<file path="src/design/cwom_pkg.sv">
// Constants, register map and types for the CAN wake and overwrite mailbox block
// How it works
// - Eleven recessive bits resynchronise, then wake flag
// - Wake flag raises interrupt when mask enables
// - Wake flag setting clears low-power status flag
// - Low-power status setting clears wake flag
// - Transmit allowed in the same cycle the wake flag sets
// - Frame in progress is discarded until interframe
// - Object type field selects receive-with-overwrite mode
// - Enabling receive clears ready until first message
// - First accepted message sets mailbox ready flag
// - Ready flag keeps mailbox interrupt pending, masked
// - Later accepted message overwrites stored message
// - Overwrite sets lost flag; status read clears
// - Data registers may change during software reads
package cwom_pkg;
    localparam int          ADR_W            = 8;
    localparam int          ID_W             = 29;
    localparam int          RECESSIVE_RUN    = 11;
    // Register byte offsets
    localparam logic [7:0]  OFS_MODE         = 8'h00;
    localparam logic [7:0]  OFS_STATUS       = 8'h04;
    localparam logic [7:0]  OFS_IMR          = 8'h08;
    localparam logic [7:0]  OFS_ISR          = 8'h0c;
    localparam logic [7:0]  OFS_MMR          = 8'h10;
    localparam logic [7:0]  OFS_MID          = 8'h14;
    localparam logic [7:0]  OFS_MAM          = 8'h18;
    localparam logic [7:0]  OFS_MSR          = 8'h1c;
    localparam logic [7:0]  OFS_MDL          = 8'h20;
    localparam logic [7:0]  OFS_MDH          = 8'h24;
    localparam logic [7:0]  OFS_MCR          = 8'h28;
    // Field positions
    localparam int          MODE_LPR_BIT     = 0;
    localparam int          ST_SLEEP_BIT     = 0;
    localparam int          ST_WAKE_BIT      = 1;
    localparam int          ST_TXRDY_BIT     = 2;
    localparam int          EV_MBX_BIT       = 0;
    localparam int          EV_WAKE_BIT      = 1;
    localparam int          EV_LOST_BIT      = 2;
    localparam int          EV_W             = 3;
    localparam int          MSR_RDY_BIT      = 0;
    localparam int          MSR_LOST_BIT     = 1;
    localparam int          MCR_RELEASE_BIT  = 0;
    // Mailbox object types
    localparam logic [1:0]  MOT_DISABLED     = 2'h0;
    localparam logic [1:0]  MOT_RX           = 2'h1;
    localparam logic [1:0]  MOT_RX_OVR       = 2'h2;
    // Reset values
    localparam logic [EV_W-1:0] IMR_RST      = 3'h0;
    localparam logic [ID_W-1:0] MAM_RST      = 29'h1fffffff;

    typedef enum logic [1:0] {PWR_ACTIVE, PWR_SLEEP, PWR_RESYNC} cwom_pwr_type;
endpackage : cwom_pkg

</file>
<file path="src/design/cwom_top.sv">
// CAN controller low-power exit and overwrite receive mailbox with Wishbone registers
`timescale 1ns/1ps
`default_nettype none
module cwom_top #(
    parameter int RUN = cwom_pkg::RECESSIVE_RUN
) (
    input  wire logic                         I_SYS_CLK,
    input  wire logic                         I_SYS_RST,
    input  wire logic                         I_CLK_EN,
    // Wishbone classic slave
    input  wire logic                         I_WB_CYC,
    input  wire logic                         I_WB_STB,
    input  wire logic                         I_WB_WE,
    input  wire logic [cwom_pkg::ADR_W-1:0]   I_WB_ADR,
    input  wire logic [3:0]                   I_WB_SEL,
    input  wire logic [31:0]                  I_WB_DAT,
    output logic                              O_WB_ACK,
    output logic [31:0]                       O_WB_DAT,
    // Bus side
    input  wire logic                         I_CAN_RX,
    input  wire logic                         I_BIT_TICK,
    input  wire logic                         I_RX_VALID,
    input  wire logic [cwom_pkg::ID_W-1:0]    I_RX_ID,
    input  wire logic [31:0]                  I_RX_DATA_LO,
    input  wire logic [31:0]                  I_RX_DATA_HI,
    output logic                              O_TX_READY,
    output logic                              O_IRQ
);
    import cwom_pkg::*;

    // The resync counter is sized for at most 255 bits
    if (RUN < 1 || RUN > 255) begin : g_chk
        $error("cwom_top: RUN must be 1 to 255");
    end

    typedef struct packed {
        cwom_pwr_type     pwr;
        logic             lpr;
        logic             sleep;
        logic             wake;
        logic [EV_W-1:0]  imr;
        logic [EV_W-1:0]  isr;
        logic [1:0]       mailbox_object_type;
        logic [ID_W-1:0]  mb_id;
        logic [ID_W-1:0]  mb_mask;
        logic             rdy;
        logic             lost;
        logic [31:0]      dlo;
        logic [31:0]      dhi;
        logic             ack;
        logic [31:0]      rdat;
        logic             irq;
        logic             txrdy;
    } cwom_state_type;

    cwom_state_type s_reg;
    cwom_state_type s_next;
    logic           synced;
    logic           match;
    logic           accept;
    logic           overwrite;
    logic           bus_go;
    logic           wr_go;
    logic           rd_go;
    logic [7:0]     adr;
    logic [31:0]    wv;
    logic [31:0]    mot_wr;
    logic           msr_rd;

    function automatic logic [31:0] merge_sel(input logic [31:0] old, input logic [31:0] wd, input logic [3:0] sel);
        logic [31:0] r;
        r = old;
        for (int b = 0; b < 4; b++) begin
            if (sel[b]) begin
                r[b*8 +: 8] = wd[b*8 +: 8];
            end
        end
        return r;
    endfunction : merge_sel

    function automatic logic is_rx_type(input logic [1:0] mailbox_object_type);
        return (mailbox_object_type == MOT_RX) || (mailbox_object_type == MOT_RX_OVR);
    endfunction : is_rx_type

    cwom_resync #(.RUN(RUN)) u_resync (
        .i_clk      (I_SYS_CLK),
        .i_rst      (I_SYS_RST),
        .i_ce       (I_CLK_EN),
        .i_hold     (s_reg.pwr != PWR_RESYNC),
        .i_bit_tick (I_BIT_TICK),
        .i_rx       (I_CAN_RX),
        .o_synced   (synced)
    );

    cwom_accept #(.ID_BITS(ID_W)) u_accept (
        .i_rx_id   (I_RX_ID),
        .i_mb_id   (s_reg.mb_id),
        .i_mb_mask (s_reg.mb_mask),
        .o_match   (match)
    );

    assign adr       = {I_WB_ADR[7:2], 2'b00};
    // Side effects happen on the edge where the master samples ack
    assign bus_go    = I_WB_CYC && I_WB_STB && s_reg.ack;
    assign wr_go     = bus_go && I_WB_WE;
    assign rd_go     = bus_go && !I_WB_WE;
    // Messages are only taken once the controller is back on the bus
    assign accept    = I_RX_VALID && (s_reg.pwr == PWR_ACTIVE) && is_rx_type(s_reg.mailbox_object_type) && match;
    assign overwrite = accept && s_reg.rdy;
    // Object type as it stands after a write to the mailbox mode register (OFS_MMR)
    assign mot_wr    = merge_sel(32'(s_reg.mailbox_object_type), I_WB_DAT, I_WB_SEL);
    assign msr_rd    = rd_go && (adr == OFS_MSR);

    always_comb begin
        s_next     = s_reg;
        wv         = 32'h0;
        s_next.ack = I_WB_CYC && I_WB_STB && !s_reg.ack;

        // Read data is captured when ack rises, unmapped offsets read zero
        if (s_next.ack && !I_WB_WE) begin
            case (adr)
                OFS_MODE:   s_next.rdat = 32'(s_reg.lpr) << MODE_LPR_BIT;
                OFS_STATUS: s_next.rdat = (32'(s_reg.sleep) << ST_SLEEP_BIT) | (32'(s_reg.wake) << ST_WAKE_BIT)
                                        | (32'(s_reg.txrdy) << ST_TXRDY_BIT);
                OFS_IMR:    s_next.rdat = 32'(s_reg.imr);
                OFS_ISR:    s_next.rdat = 32'(s_reg.isr);
                OFS_MMR:    s_next.rdat = 32'(s_reg.mailbox_object_type);
                OFS_MID:    s_next.rdat = 32'(s_reg.mb_id);
                OFS_MAM:    s_next.rdat = 32'(s_reg.mb_mask);
                OFS_MSR:    s_next.rdat = (32'(s_reg.rdy) << MSR_RDY_BIT) | (32'(s_reg.lost) << MSR_LOST_BIT);
                OFS_MDL:    s_next.rdat = s_reg.dlo;
                OFS_MDH:    s_next.rdat = s_reg.dhi;
                default:    s_next.rdat = 32'h0;
            endcase
        end

        // Low-power entry and exit
        case (s_reg.pwr)
            PWR_ACTIVE: begin
                if (s_reg.lpr) begin
                    s_next.pwr   = PWR_SLEEP;
                    s_next.sleep = 1'b1;
                    s_next.wake  = 1'b0;
                end
            end
            PWR_SLEEP: begin
                if (!s_reg.lpr) begin
                    s_next.pwr = PWR_RESYNC;
                end
            end
            PWR_RESYNC: begin
                if (s_reg.lpr) begin
                    s_next.pwr   = PWR_SLEEP;
                    s_next.sleep = 1'b1;
                    s_next.wake  = 1'b0;
                end else if (synced) begin
                    s_next.pwr   = PWR_ACTIVE;
                    s_next.wake  = 1'b1;
                    s_next.sleep = 1'b0;
                end
            end
            default: s_next.pwr = PWR_ACTIVE;
        endcase

        // Reading mailbox status clears the lost flag; a new overwrite below still wins
        if (rd_go && adr == OFS_MSR) begin
            s_next.lost = 1'b0;
        end

        if (wr_go) begin
            case (adr)
                OFS_MODE: begin
                    wv         = merge_sel(32'(s_reg.lpr), I_WB_DAT, I_WB_SEL);
                    s_next.lpr = wv[MODE_LPR_BIT];
                end
                OFS_IMR: begin
                    wv         = merge_sel(32'(s_reg.imr), I_WB_DAT, I_WB_SEL);
                    s_next.imr = wv[EV_W-1:0];
                end
                OFS_ISR:  s_next.isr = s_reg.isr & ~(I_WB_DAT[EV_W-1:0] & {EV_W{I_WB_SEL[0]}});
                OFS_MMR: begin
                    s_next.mailbox_object_type = mot_wr[1:0];
                    if (is_rx_type(s_next.mailbox_object_type)) begin
                        s_next.rdy  = 1'b0;
                        s_next.lost = 1'b0;
                    end
                end
                OFS_MID: begin
                    wv           = merge_sel(32'(s_reg.mb_id), I_WB_DAT, I_WB_SEL);
                    s_next.mb_id = wv[ID_W-1:0];
                end
                OFS_MAM: begin
                    wv             = merge_sel(32'(s_reg.mb_mask), I_WB_DAT, I_WB_SEL);
                    s_next.mb_mask = wv[ID_W-1:0];
                end
                OFS_MCR: begin
                    if (I_WB_SEL[0] && I_WB_DAT[MCR_RELEASE_BIT]) begin
                        s_next.rdy = 1'b0;
                    end
                end
                default: s_next.mailbox_object_type = s_next.mailbox_object_type;
            endcase
        end

        // Mailbox reception
        if (accept) begin
            if (!s_reg.rdy || s_reg.mailbox_object_type == MOT_RX_OVR) begin
                s_next.dlo = I_RX_DATA_LO;
                s_next.dhi = I_RX_DATA_HI;
            end
            s_next.rdy = 1'b1;
            if (s_reg.rdy) begin
                s_next.lost = 1'b1;
            end
        end

        // Sticky events: a level flag keeps its bit set while it stands
        s_next.isr[EV_MBX_BIT]  = s_next.isr[EV_MBX_BIT] | s_next.rdy;
        s_next.isr[EV_WAKE_BIT] = s_next.isr[EV_WAKE_BIT] | s_next.wake;
        s_next.isr[EV_LOST_BIT] = s_next.isr[EV_LOST_BIT] | overwrite;
        s_next.irq   = |(s_next.isr & s_next.imr);
        s_next.txrdy = (s_next.pwr == PWR_ACTIVE) && !s_next.lpr;
    end

    always_ff @(posedge I_SYS_CLK) begin
        if (I_SYS_RST) begin
            s_reg         <= '0;
            s_reg.pwr     <= PWR_ACTIVE;
            s_reg.imr     <= IMR_RST;
            s_reg.mb_mask <= MAM_RST;
            s_reg.mailbox_object_type     <= MOT_DISABLED;
            s_reg.txrdy   <= 1'b1;
        end else if (I_CLK_EN) begin
            s_reg <= s_next;
        end
    end

    assign O_WB_ACK   = s_reg.ack;
    assign O_WB_DAT   = s_reg.rdat;
    assign O_IRQ      = s_reg.irq;
    assign O_TX_READY = s_reg.txrdy;
endmodule : cwom_top
`default_nettype wire

</file>
<file path="src/design/cwom_accept.sv">
// Acceptance filter: compares an identifier against mailbox identifier and mask
`timescale 1ns/1ps
`default_nettype none
module cwom_accept #(
    parameter int ID_BITS = cwom_pkg::ID_W
) (
    input  wire logic [ID_BITS-1:0] i_rx_id,
    input  wire logic [ID_BITS-1:0] i_mb_id,
    input  wire logic [ID_BITS-1:0] i_mb_mask,
    output logic                    o_match
);
    import cwom_pkg::*;

    if (ID_BITS < 1 || ID_BITS > 29) begin : g_chk
        $error("cwom_accept: ID_BITS must be 1 to 29");
    end

    // A cleared mask bit makes that identifier bit a don't-care
    always_comb begin
        o_match = ((i_rx_id ^ i_mb_id) & i_mb_mask) == '0;
    end
endmodule : cwom_accept
`default_nettype wire

</file>
<file path="src/design/cwom_resync.sv">
// Bus resynchroniser: counts consecutive recessive bits after low power ends
`timescale 1ns/1ps
`default_nettype none
module cwom_resync #(
    parameter int RUN = cwom_pkg::RECESSIVE_RUN
) (
    input  wire logic i_clk,
    input  wire logic i_rst,
    input  wire logic i_ce,
    input  wire logic i_hold,
    input  wire logic i_bit_tick,
    input  wire logic i_rx,
    output logic      o_synced
);
    import cwom_pkg::*;

    localparam int CW = $clog2(RUN + 1);

    if (RUN < 1 || RUN > 255) begin : g_chk
        $error("cwom_resync: RUN must be 1 to 255");
    end

    typedef struct packed {
        logic [CW-1:0] run;
    } cwom_rsync_type;

    cwom_rsync_type s_reg;
    cwom_rsync_type s_next;

    // A dominant bit restarts the count until the run completes, so a frame in flight is waited out
    always_comb begin
        s_next = s_reg;
        if (i_hold) begin
            s_next.run = '0;
        end else if (i_bit_tick && s_reg.run != CW'(RUN)) begin
            s_next.run = i_rx ? s_reg.run + CW'(1) : '0;
        end
    end

    always_ff @(posedge i_clk) begin
        if (i_rst) begin
            s_reg <= '0;
        end else if (i_ce) begin
            s_reg <= s_next;
        end
    end

    assign o_synced = (s_reg.run == CW'(RUN));
endmodule : cwom_resync
`default_nettype wire

</file>
<file path="config.mk">
export PLATFORM = sky130hd
export DESIGN_NAME = cwom_top
export DESIGN_NICKNAME = d
export VERILOG_FILES = /design/src/design/cwom_pkg.sv /design/src/design/cwom_top.sv /design/src/design/cwom_accept.sv /design/src/design/cwom_resync.sv
export SDC_FILE = /design/constraint.sdc
export NUM_CORES = 1
export LEC_CHECK = 0
export BUFFER_PORTS_ARGS = -buffer_cell sky130_fd_sc_hd__buf_2
export CORE_ASPECT_RATIO = 1.1
export CORE_UTILIZATION = 50
export DETAILED_ROUTE_END_ITERATION = 12
export GPL_TIMING_DRIVEN = 0
export HOLD_SLACK_MARGIN = 0.08
export PLACE_DENSITY = 0.74
export SYNTH_ARGS = -nofsm -noshare
export SYNTH_HDL_FRONTEND = slang
export SYNTH_HIERARCHICAL = 1
export SYNTH_SLANG_ARGS = --single-unit
</file>
<file path="constraint.sdc">
create_clock -name I_SYS_CLK -period 2.64 [get_ports I_SYS_CLK]
set_input_delay 0.132 -clock I_SYS_CLK [delete_from_list [all_inputs] [get_ports I_SYS_CLK]]
set_output_delay 0.132 -clock I_SYS_CLK [all_outputs]
set_load 0.1 [all_outputs]
</file>
==> run metrics <==
status completed; CTS tree done; n_diodes 0; Post-Syn Area 8240 sq um; r2r setup slk 0.03 ns; total power 5.64 mW; Yosys reg bits 176; share of the synthesized area in the top cell type 0.428; Setup Viol. Count Final 0; Finished Layout Cells 1418; Synth area leader dfxtp_1; first-pass GRT wire length 41.5 mm; Seq/Total Area, Yosys 0.428; Reg2Reg Capture Point s_reg[85]; clk buf depth 2; Largest register FFs 137; WL per Instance 18.9 microns; switching power 1.32 mW; Clock Skew 0.00869 ns; EDFF count, synth 0; Final GP Congestion 0.893; port buffer count 172; final-layout fill cell count 1237; slew margin rel. 0.508; layout cells sized above 1 0.236; Sw Ratio 0.233; post-DR vias/cell 5.66; max-cap violations 0; clk slew on worst S/H paths 0.07 ns; crit path capture s_reg[85]; 1st-iter DRT viols 765; dominant cell by count in the synthesized netlist dfxtp_1; sequential share of power 0.473; Core Box Area 15900 sq um; largest net degree at the start of global routing 17; gr busiest metal met2; maximum fanout along the worst path 10; routed wire length 26.9 mm; synth-to-layout area growth 33.1%; CTS sink cnt 176; vias in the first global route 7764; Post-Syn Instances 916; router iterations before antenna repair 6; largest cells by area after synthesis dfxtp_1 43%, mux2i_1 11%, a22oi_1 6.1%, nand2_1 5.3%, a21oi_1 4.4%; final worst path period need 2.61 ns; reg2reg start s_reg[145]; startpoint types flip-flop; placed cell count 1288; grt ovf 0; Synth warnings 6; die width 124 microns; HPWL after DPL 18.6 mm; slew at the pin closest to its max-slew limit 0.738 ns; final hold violations 0; worst skew pair latency 0.43 ns; worst endpoint required time 2.94 ns; FF+latch area 3520 sq um; chip height 137 microns; die area 17000 sq um; arrival time at the worst endpoint 2.91 ns; Power Density 514 nW/um^2; Final ANT Viol Nets 0; met3 usage 0.0747; CTS root buffer clkbuf_16; GRT Total Usage 0.316; ys async rst share 0; Rows 48; Setup crit start s_reg[145]; Combinational Power Share 0.086; CP Class flip-flop to flip-flop; endpoint class of the critical path flip-flop; Inserted Clock Buffers 17; # DRC 0; top cells by count, synth 176 x dfxtp_1, 117 x nand2_1, 91 x mux2i_1, 85 x nor2_1, 73 x a21oi_1; Final Cycle Share 0.988; worst vdd ir 0.435 mV; Power Internal 4.33 mW; initial antenna violation count 0; io pins 181; Primary FF master, synth dfxtp_1; layout net count 1353; Post-Syn Area per Cell 9.00 sq um; Synthesized Nets 1064; Final Max Slew Viols 0; Lkg Pwr 4.87 nW; power share of the clock group 0.441; reg2reg path depth 11; GR Util met1 0.392; met2 usage 0.526; count of different cell masters after synthesis 62; routed vias 8021; H-tree Lvls 4; Hold/Removal Path Class input pin to flip-flop; Max Freq 383 MHz; initial cell density of the core 0.518; area of the multi-input gates 4200 sq um
## how the worst min path moves through the flow
stage                     start                 to  slack [ns]  depth (start not counted)
2_1_floorplan         I_SYS_RST  u_resync/s_reg[0]        0.20                          1
3_3_place_gp    I_RX_DATA_HI[9]          s_reg[44]        0.36                          3
3_5_place_dp   I_RX_DATA_HI[29]          s_reg[64]        0.37                          3
4_1_cts                I_CAN_RX  u_resync/s_reg[1]         0.1                          5
5_1_grt                I_CAN_RX  u_resync/s_reg[1]        0.15                          5
6_report               I_CAN_RX  u_resync/s_reg[1]        0.10                          5
## layer usage
| layer | vias up | part of all wire |
|---|---|---|
| met4 | 0 | 0.034 |
| met1 | 3737 | 0.41 |
| li1 | 3800 | - |
| met5 | - | 0 |
| met3 | 72 | 0.081 |
| met2 | 412 | 0.47 |
## power by group through the flow
stage               logic [mW]  clock network, mW  registers [mW]
floorplan                0.142                  0            2.74
global placement         0.361                  0            2.73
detailed placement       0.359                  0            2.73
CTS                      0.470               2.49            2.67
global route             0.513               2.60            2.67
finish                   0.484               2.49            2.67
## logic make-up (layout without fill, tap and decap cells)
| kind of cell | count (synthesis) | after routing | share of synthesized area |
|---|---|---|---|
| AND/OR/NAND/NOR | 280 | 280 | 0.164 |
| AO/OA/AOI/OAI | 232 | 232 | 0.184 |
| flip-flops | 176 | 176 | 0.428 |
| buffers and inverters | 98 | 400 | 0.0654 |
| multiplexers | 97 | 97 | 0.123 |
| XOR/XNOR | 31 | 31 | 0.0329 |
| adder cells (fa/ha/maj) | 2 | 2 | 0.00304 |
## placed cells by master, fill, tap and decap left out, types with 5 or more instances in the layout
cell,instances
nand2_1,117
dfxtp_1,176
a2bb2oi_1,5
clkbuf_16,17
xor2_1,29
dlygate4sd3_1,96
a21o_1,26
mux2i_1,91
a22oi_1,67
a22o_1,7
buf_4,39
a21oi_1,73
inv_1,9
buf_2,179
nor3_4,5
clkbuf_1,39
nor2_1,85
o21ai_0,32
buf_6,7
nand3_1,27
## critical path, stage by stage, from the launching register on
cell and delay [ns]:
dfxtp_1 0.34, xor2_1 0.16, a22o_1 0.27, a221oi_2 0.21, nand4_1 0.19, nor3_4 0.31
and4b_2 0.30, nand3_2 0.11, buf_12 0.17, buf_4 0.20, mux2i_1 0.16, nor2_1 0.05
## stage by stage
step            TNS, ns  utilization  setup slack (ns)  hold slack [ns]  cell area, sq um
2_1_floorplan         0            -             0.117            0.201              8240
3_3_place_gp      -4.50        0.588            -0.107            0.361              9350
3_5_place_dp      -4.13        0.588            -0.105            0.371              9350
4_1_cts               0        0.685           0.00637           0.0991             10900
5_1_grt        -0.00730        0.689          -0.00730            0.150             11000
6_report              0        0.689            0.0320            0.104             11000
## final cells by class
type,count,share of cell area
Multi-Input combinational cell,642,0.383
Clock inverter,10,0.0102
Sequential cell,176,0.321
Buffer,89,0.0502
Tap cell,200,0.0228
Inverter,9,0.00308
Clock buffer,22,0.0423
Timing Repair Buffer,270,0.167
## what timing repair did
| action | 4_1_cts | 5_1_grt |
|---|---|---|
| buffers inserted | 0 | 2 |
| setup endpoints to repair | 60 | 62 |
| gates resized for setup | 7 | 12 |
| hold endpoints to repair | 126 | 0 |
| pin swaps | 1 | 3 |
| hold buffers | 96 | 0 |
Power figures use the tool's default switching activity.
